--- src/common/asp_pkg.sv ---
// shared constants of the converter serial port and its host controller
// assumes a 250 MHz system clock on both ends
`default_nettype none
package asp_pkg;
    // command table
    localparam logic [7:0] CMD_READ_DATA = 8'h01;
    localparam logic [7:0] CMD_READ_CTRL = 8'h10;
    localparam logic [7:0] CMD_WRITE_CTRL = 8'h50;
    localparam logic [7:0] CMD_CONT_READ = 8'h03;
    localparam logic [7:0] CMD_STOP_CONT = 8'h0f;
    localparam logic [7:0] CMD_SYNC = 8'hfc;
    localparam logic [7:0] CMD_RESET = 8'hfe;
    // analog control register and output word
    localparam int CTRL_READY_BIT = 7;
    localparam int CTRL_BIT_ORDER_BIT = 3;
    localparam logic [7:0] CTRL_RESET = 8'h00;
    localparam int WORD_BITS = 24;
    localparam logic [23:0] WORD_RESET = 24'h000000;
    // timing
    localparam int IDLE_READY_PULSES = 3;
    localparam int MCLK_PERIOD_NS = 4;
    localparam int RST_WAVE_NS = 32768;
    localparam int RST_WAVE_CYCLES_DEF = (RST_WAVE_NS + MCLK_PERIOD_NS - 1) / MCLK_PERIOD_NS;
    localparam int RST_CS_PULSES = 4;
    localparam int SCLK_HALF_CYCLES = 8;
    // host register word indices
    localparam logic [2:0] HREG_CMD = 3'h0;
    localparam logic [2:0] HREG_CFG = 3'h1;
    localparam logic [2:0] HREG_STATUS = 3'h2;
    localparam logic [2:0] HREG_RXDATA = 3'h3;
    // host command word fields
    localparam int HCMD_ARG_LSB = 8;
    localparam int HCMD_NREAD_LSB = 16;
    localparam int HCMD_HAS_ARG_BIT = 18;
    // host config fields
    localparam int HCFG_CPOL_BIT = 0;
    localparam int HCFG_SYNC_N_BIT = 1;
    localparam int HCFG_THREE_WIRE_BIT = 2;
    localparam int HCFG_SHARED_BIT = 3;
    localparam logic [3:0] HCFG_RESET = 4'h2;
    // host status fields
    localparam int HSTAT_BUSY_BIT = 0;
    localparam int HSTAT_READY_N_BIT = 1;
    localparam int HSTAT_REFUSED_BIT = 2;
endpackage : asp_pkg
`default_nettype wire

--- src/common/asp_link_if.sv ---
// serial link between converter port and host
// data out line is pulled high when nobody drives it
`default_nettype none
interface asp_link_if;
    logic sclk;
    logic cs_n;
    logic din;
    logic dout;
    logic dout_oe;
    logic conversion_ready_n;
    logic filter_sync_n;
    logic clock_polarity_select;
    wire logic dout_line;

    assign dout_line = dout_oe ? dout : 1'b1;

    modport dev (
        input sclk, cs_n, din, filter_sync_n, clock_polarity_select,
        output dout, dout_oe, conversion_ready_n
    );
    modport host (
        output sclk, cs_n, din, filter_sync_n, clock_polarity_select,
        input dout_line, conversion_ready_n
    );
endinterface : asp_link_if
`default_nettype wire

--- src/hw/asp_device.sv ---
// converter end of the serial port: slave shifter, ready flag, sync, resets
// assumes conv_load_i pulses from the filter, link pins asynchronous to mclk_i
// Function
// RL1: slave only, never drives clock
// RL2: host holds select low whole transfer
// RL3: select high resets port state
// RL4: works with select tied low
// RL5: clock idle three ready pulses restarts port
// RL6: polarity low: falling edge, idle low
// RL7: polarity high: rising edge, idle high
// RL8: data out released unless shifting
// RL9: continuous mode watches stop and reset bytes
// RL10: host avoids continuous mode on shared wire
// RL11: ready goes low on new word
// RL12: ready returns high after data read
// RL13: ready high before word update
// RL14: ready readable as control bit 7
// RL15: sync pin low resets digital logic
// RL16: port ignores activity while sync low
// RL17: sync completes next clock after release
// RL18: sync command resets filter, holds modulator
// RL19: sync lands after next serial edge
// RL20: three reset sources restore defaults
// RL21: select waveform resets when polarity, clock high
// RL22: msb byte first, bit order selectable
// RL23: inputs synchronised, glitches filtered; din and polarity select are only synchronised, not filtered
// RL24: commands decoded as whole bytes
//
// The Avalon-MM register port and the address map were chosen for this implementation.
`default_nettype none
module asp_device #(
    parameter int RST_WAVE_CYCLES = asp_pkg::RST_WAVE_CYCLES_DEF,
    parameter int CS_RST_PULSES = asp_pkg::RST_CS_PULSES
) (
    input wire logic mclk_i,
    input wire logic rst_i,
    asp_link_if.dev link,
    input wire logic [asp_pkg::WORD_BITS-1:0] conv_word_i,
    input wire logic conv_load_i,
    output logic filter_reset_o,
    output logic modulator_hold_o,
    output logic sync_done_o,
    output logic digital_reset_o,
    output logic soft_reset_o,
    output logic [7:0] ctrl_o
);
    import asp_pkg::*;

    if (RST_WAVE_CYCLES < 16 || RST_WAVE_CYCLES > 65535 || CS_RST_PULSES < 2
        || CS_RST_PULSES > 15) begin : g_bad_param
        $error("asp_device: reset waveform parameters out of range");
    end

    typedef enum logic [3:0] {
        ST_CMD = 4'b0001,
        ST_ARG = 4'b0010,
        ST_TX = 4'b0100,
        ST_CONT = 4'b1000
    } asp_dev_st_e;

    function automatic logic [23:0] asp_order(input logic [23:0] w, input logic lsb_first);
        logic [23:0] r;
        r = w;
        if (lsb_first) begin
            for (int b = 0; b < 3; b++) begin
                for (int i = 0; i < 8; i++) begin
                    r[b*8+i] = w[b*8+7-i];
                end
            end
        end
        return r;
    endfunction : asp_order

    // bit 0 clock, bit 1 select, bit 2 sync pin
    logic [2:0] s0_reg, s1_reg, s2_reg, flt_reg;
    logic [1:0] din_sy_reg, cpol_sy_reg;
    asp_dev_st_e st_reg;
    logic [7:0] rx_reg, ctrl_reg;
    logic [2:0] rx_cnt_reg;
    logic [23:0] tx_reg, stage_reg, word_reg;
    logic [4:0] tx_cnt_reg;
    logic data_rd_reg, oe_reg, dout_reg, pend_reg, ready_n_reg, stale_reg;
    logic [1:0] idle_cnt_reg;
    logic hold_reg, filt_rst_reg, sync_done_reg, soft_rst_reg;
    logic [15:0] wave_cnt_reg;
    logic [3:0] cs_cnt_reg;

    wire logic [2:0] stable = ~(s1_reg ^ s2_reg);
    wire logic [2:0] chg = stable & (s2_reg ^ flt_reg);
    wire logic din_s = din_sy_reg[1];
    wire logic cpol_s = cpol_sy_reg[1];
    wire logic sclk_edge = chg[0];
    wire logic act_edge = sclk_edge & (s2_reg[0] == cpol_s); // see RL6 see RL7
    wire logic lead_edge = sclk_edge & (s2_reg[0] != cpol_s);
    wire logic sync_low = ~flt_reg[2];
    wire logic port_clear = flt_reg[1] | sync_low; // see RL3 see RL16
    wire logic restart = sclk_edge & stale_reg; // see RL5
    wire logic go = ~port_clear & ~restart & ~soft_rst_reg;
    wire logic [7:0] rx_next = {rx_reg[6:0], din_s}; // see RL22
    wire logic byte_done = go & act_edge & (rx_cnt_reg == 3'd7) & (st_reg != ST_TX);
    wire logic cmd_done = byte_done & (st_reg == ST_CMD);
    wire logic sync_cmd = cmd_done & (rx_next == CMD_SYNC); // see RL24
    wire logic reset_cmd = byte_done & (st_reg != ST_ARG) & (rx_next == CMD_RESET); // see RL9
    wire logic last_bit = go & act_edge & (tx_cnt_reg == 5'd1);
    wire logic read_done = last_bit & data_rd_reg; // see RL12
    wire logic lsb_first = ctrl_reg[CTRL_BIT_ORDER_BIT];
    wire logic [7:0] ctrl_view = {ready_n_reg, ctrl_reg[6:0]}; // see RL14
    wire logic idle_lvl = flt_reg[0] == cpol_s;
    wire logic wave_hit = ~idle_lvl & (wave_cnt_reg == 16'(RST_WAVE_CYCLES - 1));
    wire logic cs_fall = chg[1] & ~s2_reg[1];
    wire logic cs_arm = cpol_s & flt_reg[0] & ~sclk_edge;
    wire logic cs_hit = cs_arm & cs_fall & (cs_cnt_reg == 4'(CS_RST_PULSES - 1));

    assign link.dout = dout_reg;
    assign link.dout_oe = oe_reg; // see RL8 see RL1
    assign link.conversion_ready_n = ready_n_reg;
    assign filter_reset_o = filt_rst_reg;
    assign modulator_hold_o = hold_reg;
    assign sync_done_o = sync_done_reg;
    assign digital_reset_o = sync_low; // see RL15
    assign soft_reset_o = soft_rst_reg;
    assign ctrl_o = ctrl_view;

    // two flops; clock, select and sync pin levels are taken only when two samples agree
    always_ff @(posedge mclk_i or posedge rst_i) begin
        if (rst_i) begin
            s0_reg <= 3'b110;
            s1_reg <= 3'b110;
            s2_reg <= 3'b110;
            flt_reg <= 3'b110;
            din_sy_reg <= 2'b00;
            cpol_sy_reg <= 2'b00;
        end else begin
            s0_reg <= {link.filter_sync_n, link.cs_n, link.sclk};
            s1_reg <= s0_reg;
            s2_reg <= s1_reg;
            flt_reg <= (s2_reg & stable) | (flt_reg & ~stable); // see RL23
            din_sy_reg <= {din_sy_reg[0], link.din};
            cpol_sy_reg <= {cpol_sy_reg[0], link.clock_polarity_select};
        end
    end

    // shifter and command decoder
    always_ff @(posedge mclk_i or posedge rst_i) begin
        if (rst_i) begin
            st_reg <= ST_CMD;
            rx_reg <= 8'h00;
            rx_cnt_reg <= 3'd0;
            tx_reg <= 24'h000000;
            tx_cnt_reg <= 5'd0;
            data_rd_reg <= 1'b0;
            oe_reg <= 1'b0;
            dout_reg <= 1'b0;
            ctrl_reg <= CTRL_RESET;
        end else if (soft_rst_reg | port_clear) begin
            st_reg <= ST_CMD; // see RL3 see RL4
            rx_cnt_reg <= 3'd0;
            tx_cnt_reg <= 5'd0;
            oe_reg <= 1'b0;
            if (soft_rst_reg) begin
                ctrl_reg <= CTRL_RESET; // see RL20
            end
        end else if (restart) begin
            st_reg <= ST_CMD; // see RL5
            tx_cnt_reg <= 5'd0;
            oe_reg <= 1'b0;
            rx_reg <= {7'h00, din_s};
            rx_cnt_reg <= act_edge ? 3'd1 : 3'd0;
        end else begin
            if (act_edge && st_reg != ST_TX) begin
                rx_reg <= rx_next;
                rx_cnt_reg <= rx_cnt_reg + 3'd1;
            end
            if (lead_edge && tx_cnt_reg != 5'd0) begin
                dout_reg <= tx_reg[23];
                oe_reg <= 1'b1;
            end
            if (act_edge && tx_cnt_reg != 5'd0) begin
                tx_reg <= {tx_reg[22:0], 1'b0};
                tx_cnt_reg <= tx_cnt_reg - 5'd1;
                if (tx_cnt_reg == 5'd1) begin
                    oe_reg <= 1'b0; // see RL8
                end
            end
            case (st_reg)
                ST_CMD: begin
                    if (byte_done) begin
                        case (rx_next) // see RL24
                            CMD_READ_DATA: begin
                                tx_reg <= asp_order(word_reg, lsb_first); // see RL22
                                tx_cnt_reg <= 5'd24;
                                data_rd_reg <= 1'b1;
                                st_reg <= ST_TX;
                            end
                            CMD_READ_CTRL: begin
                                tx_reg <= asp_order({ctrl_view, 16'h0000}, lsb_first);
                                tx_cnt_reg <= 5'd8;
                                data_rd_reg <= 1'b0;
                                st_reg <= ST_TX;
                            end
                            CMD_WRITE_CTRL: st_reg <= ST_ARG;
                            CMD_CONT_READ: st_reg <= ST_CONT;
                            default: st_reg <= ST_CMD;
                        endcase
                    end
                end
                ST_ARG: begin
                    if (byte_done) begin
                        ctrl_reg <= {1'b0, rx_next[6:0]};
                        st_reg <= ST_CMD;
                    end
                end
                ST_TX: begin
                    if (last_bit) begin
                        st_reg <= ST_CMD;
                    end
                end
                ST_CONT: begin
                    if (byte_done && rx_next == CMD_STOP_CONT) begin
                        st_reg <= ST_CMD; // see RL9
                    end
                    if (pend_reg && (tx_cnt_reg == 5'd0 || last_bit)) begin
                        tx_reg <= asp_order(stage_reg, lsb_first);
                        tx_cnt_reg <= 5'd24;
                        data_rd_reg <= 1'b1;
                    end
                end
                default: st_reg <= ST_CMD;
            endcase
        end
    end

    // output word and ready flag; a new word wins over a finished read
    always_ff @(posedge mclk_i or posedge rst_i) begin
        if (rst_i) begin
            stage_reg <= WORD_RESET;
            word_reg <= WORD_RESET;
            pend_reg <= 1'b0;
            ready_n_reg <= 1'b1;
        end else if (soft_rst_reg) begin
            word_reg <= WORD_RESET; // see RL20
            pend_reg <= 1'b0;
            ready_n_reg <= 1'b1;
        end else begin
            pend_reg <= conv_load_i;
            if (conv_load_i) begin
                stage_reg <= conv_word_i;
                ready_n_reg <= 1'b1; // see RL13
            end else if (pend_reg) begin
                word_reg <= stage_reg;
                ready_n_reg <= 1'b0; // see RL11
            end else if (read_done) begin
                ready_n_reg <= 1'b1; // see RL12
            end
        end
    end

    // idle watch, sync, reset waveforms
    always_ff @(posedge mclk_i or posedge rst_i) begin
        if (rst_i) begin
            idle_cnt_reg <= 2'd0;
            stale_reg <= 1'b0;
            hold_reg <= 1'b0;
            filt_rst_reg <= 1'b0;
            sync_done_reg <= 1'b0;
            soft_rst_reg <= 1'b0;
            wave_cnt_reg <= 16'h0000;
            cs_cnt_reg <= 4'h0;
        end else begin
            if (sclk_edge || port_clear) begin
                idle_cnt_reg <= 2'd0;
            end else if (pend_reg && idle_cnt_reg != 2'(IDLE_READY_PULSES)) begin
                idle_cnt_reg <= idle_cnt_reg + 2'd1;
            end
            stale_reg <= ~sclk_edge & ~port_clear
                & (idle_cnt_reg == 2'(IDLE_READY_PULSES)); // see RL5
            filt_rst_reg <= sync_cmd; // see RL18
            if (sync_cmd) begin
                hold_reg <= 1'b1;
            end else if (sclk_edge || soft_rst_reg) begin
                hold_reg <= 1'b0;
            end
            sync_done_reg <= (chg[2] & s2_reg[2]) | (hold_reg & sclk_edge); // see RL17 see RL19
            soft_rst_reg <= reset_cmd | wave_hit | cs_hit; // see RL20
            if (idle_lvl) begin
                wave_cnt_reg <= 16'h0000;
            end else if (wave_cnt_reg != 16'(RST_WAVE_CYCLES)) begin
                wave_cnt_reg <= wave_cnt_reg + 16'h0001;
            end
            if (!cs_arm || cs_hit) begin
                cs_cnt_reg <= 4'h0;
            end else if (cs_fall) begin
                cs_cnt_reg <= cs_cnt_reg + 4'h1; // see RL21
            end
        end
    end
endmodule : asp_device
`default_nettype wire

--- src/flat_wrapper.sv ---
// flat-port wrapper written by rule: the top's interface ports become plain ports
module asp_device_flat import asp_pkg::*;
#(
    parameter int RST_WAVE_CYCLES = asp_pkg::RST_WAVE_CYCLES_DEF,
    parameter int CS_RST_PULSES = asp_pkg::RST_CS_PULSES
)
  (mclk_i, rst_i, conv_word_i, conv_load_i, filter_reset_o, modulator_hold_o, sync_done_o, digital_reset_o, soft_reset_o, ctrl_o, link_sclk, link_cs_n, link_din, link_filter_sync_n, link_clock_polarity_select, link_dout, link_dout_oe, link_conversion_ready_n);
  asp_link_if link_i ();
  input wire logic mclk_i;
  input wire logic rst_i;
  input wire logic [asp_pkg::WORD_BITS-1:0] conv_word_i;
  input wire logic conv_load_i;
  output logic filter_reset_o;
  output logic modulator_hold_o;
  output logic sync_done_o;
  output logic digital_reset_o;
  output logic soft_reset_o;
  output logic [7:0] ctrl_o;
  input wire logic [$bits(link_i.sclk)-1:0] link_sclk;
  input wire logic [$bits(link_i.cs_n)-1:0] link_cs_n;
  input wire logic [$bits(link_i.din)-1:0] link_din;
  input wire logic [$bits(link_i.filter_sync_n)-1:0] link_filter_sync_n;
  input wire logic [$bits(link_i.clock_polarity_select)-1:0] link_clock_polarity_select;
  output wire logic [$bits(link_i.dout)-1:0] link_dout;
  output wire logic [$bits(link_i.dout_oe)-1:0] link_dout_oe;
  output wire logic [$bits(link_i.conversion_ready_n)-1:0] link_conversion_ready_n;
  assign link_i.sclk = link_sclk;
  assign link_i.cs_n = link_cs_n;
  assign link_i.din = link_din;
  assign link_i.filter_sync_n = link_filter_sync_n;
  assign link_i.clock_polarity_select = link_clock_polarity_select;
  assign link_dout = link_i.dout;
  assign link_dout_oe = link_i.dout_oe;
  assign link_conversion_ready_n = link_i.conversion_ready_n;
  asp_device #(.RST_WAVE_CYCLES(RST_WAVE_CYCLES), .CS_RST_PULSES(CS_RST_PULSES)) u_core (.mclk_i(mclk_i), .rst_i(rst_i), .link(link_i), .conv_word_i(conv_word_i), .conv_load_i(conv_load_i), .filter_reset_o(filter_reset_o), .modulator_hold_o(modulator_hold_o), .sync_done_o(sync_done_o), .digital_reset_o(digital_reset_o), .soft_reset_o(soft_reset_o), .ctrl_o(ctrl_o));
endmodule
--- config.mk ---
export PLATFORM = sky130hd
export DESIGN_NAME = asp_device_flat
export DESIGN_NICKNAME = d
export VERILOG_FILES = /design/src/common/asp_pkg.sv /design/src/common/asp_link_if.sv /design/src/hw/asp_device.sv /design/src/flat_wrapper.sv
export SDC_FILE = /design/constraint.sdc
export NUM_CORES = 1
export LEC_CHECK = 0
export BUFFER_PORTS_ARGS = -buffer_cell sky130_fd_sc_hd__clkbuf_2
export CORE_MARGIN = 5
export CORE_UTILIZATION = 40
export DETAILED_ROUTE_END_ITERATION = 16
export PLACE_DENSITY = 0.59
export SETUP_SLACK_MARGIN = 0.5
export SLEW_MARGIN = 30
export SYNTH_ARGS = -nofsm -noshare
export SYNTH_HDL_FRONTEND = slang
export SYNTH_SLANG_ARGS = --single-unit
--- constraint.sdc ---
create_clock -name mclk_i -period 4.2 [get_ports mclk_i]
set_input_delay 0.21 -clock mclk_i [delete_from_list [all_inputs] [get_ports mclk_i]]
set_output_delay 0.21 -clock mclk_i [all_outputs]
set_load 0.1 [all_outputs]
== Word-level counts from Yosys, hierarchy flattened ==
Cells that the tools add are included.
Widths: inputs -> output; s select.
Operators by class
  add/subtract/negate cells: 5
  equality and inequality tests: 33
  muxes and demuxes: 59
  bitwise logic cells: 45
  reduce and logical (&&, ||, !) cells: 33
Operator list (number)
  $mux 24: 9
  $pmux 24 s2: 2
  $mux 7: 7
  $mux 16: 2
  $mux 4: 8
  $mux 5: 5
  $and 1x1->1: 24
  $pmux 5 s2: 2
  $reduce_bool 2->1: 9
  $add 16x1->16 const B: 1
  $eq 16x13->1 const B: 1
  $eq 8x8->1 const B: 2
  $ne 16x14->1 const B: 1
  $pmux 4 s4: 1
  $mux 1: 15
  $ne 4x1->1 const B: 3
  $pmux 4 s3: 1
  $and 3x3->3: 3
  $mux 3: 3
  $eq 4x2->1 const B: 2
  $eq 8x1->1 const B: 1
  $eq 8x2->1 const B: 1
  $eq 8x4->1 const B: 1
  $eq 8x5->1 const B: 1
  37 further kinds: 70
Word-level totals
  register bits after elaboration: 146
  input bits: 32
  logic and storage cells: 202

== Longest topological paths before layout ==
  word-level depth: 15
  mapped depth: 9
  mapped depth without buffers: 8

== Worst setup path after synthesis ==
OpenSTA, ideal clock, no wires.
  path type: reg-to-reg
  from: register u_core.ctrl_reg[3]
  to: register u_core.tx_reg[10]
  setup time: 0.130 ns
  arrival: 2.419 ns
  data required time: 4.070 ns
  setup slack: 1.651 ns
  stages on the path, launching flop included: 8
  path through: dfrtp_1 > clkbuf_1 > buf_1 > buf_1 > mux2i_1 > o32ai_1 > a21oi_1 > o2bb2ai_1
Between the ends
  cells in the longest elaborated chain, start to end: 4
  elaborated cells on any way between the ends: 6
Ends and longest elaborated chain
  from (decl): line asp_device.sv:78  | logic [7:0] rx_reg, ctrl_reg;
  from (signal assigned): line asp_device.sv:209  | ctrl_reg <= {1'b0, rx_next[6:0]};
  $mux 24: line asp_device.sv:64  | if (lsb_first) begin
  $pmux 24 s2: line asp_device.sv:188  | case (rx_next)
  $mux 24: line asp_device.sv:187  | if (byte_done) begin
  $pmux 24 s2 (*): line asp_device.sv:185  | case (st_reg)
  to (signal assigned): line asp_device.sv:179  | tx_reg <= {tx_reg[22:0], 1'b0};
  to (signal assigned): line asp_device.sv:190  | tx_reg <= asp_order(word_reg, lsb_first);
  to (signal assigned): line asp_device.sv:196  | tx_reg <= asp_order({ctrl_view, 16'h0000}, lsb_first);
  to (decl): line asp_device.sv:80  | logic [23:0] tx_reg, stage_reg, word_reg;
Mark *: on every way between the ends. The rest lies on a longest branch, timed or not.
A chain may end at the register's enable or synchronous reset.

== Worst setup path in the final report ==
  from: register u_core.st_reg[0]
  to: register u_core.tx_reg[0]
Between the ends
  cells in the longest elaborated chain, start to end: 4
  elaborated cells on any way between the ends: 6
Ends and longest elaborated chain
  from (decl): line asp_device.sv:77  | asp_dev_st_e st_reg;
  from (signal assigned): line asp_device.sv:146  | st_reg <= ST_CMD;
  from (signal assigned): line asp_device.sv:156  | st_reg <= ST_CMD;
  from (signal assigned): line asp_device.sv:164  | st_reg <= ST_CMD;
  $ne 4x3->1: line asp_device.sv:100  | wire logic byte_done = go & act_edge & (rx_cnt_reg == 3'd7) & (st_reg != ST_TX);
  $and 1x1->1: line asp_device.sv:100
  $mux 24: line asp_device.sv:187
  $pmux 24 s2 (*): line asp_device.sv:185
Marked as above.

==> flow_summary_export.csv <==
group,metric,value,unit
run_status,run_status,"finished with violations",
run_status,failed_checks,"negative hold slack",
global_route,largest_net_degree_at_the_start_of_global_routing,147,
synthesis,synth_top_flop_cell,"dfrtp_1",
cells_and_area,layout_commonest_cell,"dfrtp_1",
floorplan,placement_rows,49,
synthesis,synth-xor-area-share,2.674,%
synthesis,postSynthCellCount,618,
global_route,grt_most_used_layer,"met2",
place,place.detailed.hpwl,10.75,mm
timing,hold_violations,30,
clocking,clock_tree.root_cell,"clkbuf_16",
cells_and_area,layout.cells.most_common_list,"dfrtp_1, mux2i_1, clkbuf_2",
routing,post_detailed_route_count_of_antenna_violating_nets,0,
synthesis,synth_fa_ha_area_share,2.014,%
floorplan,floorplan.die_area,0.02080,mm^2
routing,dr_total_vias,5154,
routing,route.detailed.drc,0,
worst_setup_path,crit_path_max_fanout,24,
clocking,tritoncts.num_buffers,17,
synthesis,postSynthRegisterBits,146,
worst_setup_path,r2r_slack,1270,ps
global_route,grt_remaining_overflow,0,
synthesis,synthMuxAreaShare,13.21,%
power_and_ir_drop,internal_power,2.518,mW
place,portBuffers,47,
cells_and_area,ff_latch_area,0.003670,mm^2
job,drv.max_cap_violation_count,0,
timing,tightest_slew,848.5,ps
routing,postRouteWirelength,15.97,mm
worst_setup_path,required,4510,ps
power_and_ir_drop,ir_worst_vdd,0.3420,mV
power_and_ir_drop,power.net_switching,904.3,uW
timing,fmaxAchievable,340.9,MHz
global_route,grt_use_met2,25.38,%
clocking,clk_latency,420,ps
timing,min_period,2933,ps
synthesis,synth_top_area_cell,"dfrtp_1",
worst_setup_path,critPathCaptureType,"flop",
synthesis,synth_seq_area_share,50.87,%
worst_setup_path,regToRegEndpoint,"u_core.tx_reg[0]",
power_and_ir_drop,p_sw_share,26.43,%
power_and_ir_drop,finalPower,3.422,mW
timing,setup_violations,0,
synthesis,synthesis.yosys.warnings,0,
power_and_ir_drop,power.sequential.fraction,46.8,%
clocking,cts.path.max_buffers,2,
cells_and_area,areaGrowthSynthToFinish,16.41,%
routing,drtPass1Iterations,5,
worst_setup_path,critPathLaunchType,"flop",
timing,setup_skew_after_layout,10.50,ps
synthesis,synthDistinctLibCells,66,
synthesis,synth.net_count,660,
timing,final_critical_path_setup_slack,1267,ps
timing,max-slew-margin-rel,43.43,%
synthesis,async_set_or_reset_register_ratio_after_synthesis,100.0,%
floorplan,num_io_pins,48,
place,globalplace.congestion,0.8334,
synthesis,combinational_family_with_the_most_area_after_synthesis,"compound AO/OA/AOI/OAI gates",
clocking,post_cts_resize_count,0,
synthesis,synth_edf_count,0,
synthesis,synth.avg_cell_area,11.66,um^2
global_route,initial_antenna_violation_count,0,
cells_and_area,fill_cells,1602,
synthesis,synth_simple_gate_area_share,12.03,%
synthesis,post-synth-top-area-fraction,47.22,%
worst_setup_path,critPathKind,"reg2reg",
synthesis,syn-cell-area,0.007207,mm^2
timing,rsz_0062_raised_after_global_routing,"false",
power_and_ir_drop,leakage,3.459,nW
power_and_ir_drop,powerDensity,407.9,mW/mm^2
synthesis,fraction_of_the_mapped_netlist_area_in_compound_gates,16.46,%
cells_and_area,antenna_cells,0,
global_route,wire_length_of_the_first_global_routing_pass,26.85,mm
power_and_ir_drop,power.combinational.fraction,10.4,%
clocking,cts_tree,"yes",
routing,post_drt_via_cell_ratio,5.621,
worst_setup_path,ff2ff_path_depth,5,
clocking,cts.htree.levels,4,
timing,timing.setup.tns,0,ps
routing,avgRoutedWirePerCell,17.42,um
place,instance_area_at_placement,0.007669,mm^2
place,place_worst_setup_slack,1281,ps
floorplan,initial_core_util,40.40,%
clocking,clkTransAtPathRegs,60,ps
global_route,global_route.usage.total,16.20,%
routing,first_iter_violations,309,
cells_and_area,layout.nets,717,
cells_and_area,multi_input_gate_area,0.003352,mm^2
worst_setup_path,critical_path_at,3250,ps
power_and_ir_drop,clock_power_share,42.8,%
floorplan,core_region_area,0.01784,mm^2
worst_setup_path,regToRegStartpoint,"u_core.st_reg[0]",
floorplan,chip_width,144.2,um
floorplan,chipHeight,144.2,um
global_route,grt_util_met3,3.406,%
global_route,number_of_global_route_vias_before_repair,5345,
clocking,cts_num_sinks,146,
worst_hold_path,hold_class,"in2async",
timing,slew_violations,0,
cells_and_area,post-route-cell-area,0.008389,mm^2
timing,hold_ws,-48.07,ps
cells_and_area,post_route_cells_drive_above_1_share,22.09,%
timing,finalCritPeriodShare,69.84,%
global_route,grt_use_met1,22.20,%
synthesis,synth.top_cells.by_area,"dfrtp_1, mux2i_1, mux2_2",
final cells by class:
cell class	instances	area share, %
Timing Repair Buffer	69	5.339
Clock inverter	13	1.477
Sequential cell	146	43.74
Tap cell	229	3.415
Inverter	14	0.6711
Multi-Input combinational cell	427	39.96
Clock buffer	19	5.399
metal layers:
metal  share of wire [%]  wire, um  vias to the layer above
met2                  47      7517                      114
li1                    -         -                     2442
met4                 1.7       273                        0
met5                   0         0                        -
met1                  47      7493                     2580
met3                 4.3       688                       18
cells by family after synthesis:
logic type               after synthesis
multiplexers                          91
buffers and inverters                 45
XOR/XNOR                              22
AND/OR/NAND/NOR                      147
adder cells (fa/ha/maj)               12
flip-flops                           146
AO/OA/AOI/OAI                        155
repair_timing:
item,4_1_cts,5_1_grt
setup buffers,0,0
endpoints found under the hold margin,11,3
hold buffers,11,3
worst max-delay path, stage by stage (launching register included):
cell,delay [ps]
dfstp_2,600
nor4b_1,630
and4b_1,360
nand3_1,370
a31o_2,570
a22o_1,290
stage by stage:
step	util, %	cells
6_report	47.02	917
2_1_floorplan	-	618
5_1_grt	47.02	917
3_5_place_dp	42.98	871
3_3_place_gp	42.96	871
4_1_cts	46.83	914
synth_stat cells, types with 8 or more instances:
master,instances
nor2b_1,11
mux2i_1,58
dfrtp_1,136
ha_1,10
o22ai_1,10
mux2_2,33
nor2_1,26
nand4_1,8
a22o_1,31
a21oi_1,28
nand2_1,30
xnor2_1,17
inv_1,14
o2bb2ai_1,23
nand3_1,11
o21ai_0,11
o32ai_1,16
dfstp_2,10
and2_1,12
clkbuf_1,20
worst max path at each step:
stage	slack [ps]	startpoint	endpoint
2_1_floorplan	1650	u_core.ctrl_reg[3]	u_core.tx_reg[10]
3_3_place_gp	1380	u_core.st_reg[0]	u_core.tx_reg[0]
3_5_place_dp	1280	u_core.st_reg[0]	u_core.tx_reg[0]
4_1_cts	1270	u_core.st_reg[0]	u_core.tx_reg[0]
5_1_grt	1000	u_core.st_reg[0]	u_core.tx_reg[0]
6_report	1270	u_core.st_reg[0]	u_core.tx_reg[0]
power groups by stage:
stage	Clock, mW	Combinational (mW)	Sequential [mW]
after detailed placement	0	0.347	1.63
after global placement	0	0.337	1.62
after global routing	1.58	0.396	1.61
after floorplan	0	0.263	1.60
final	1.47	0.354	1.60
after CTS	1.51	0.356	1.60
Power figures use the tool's default switching activity.
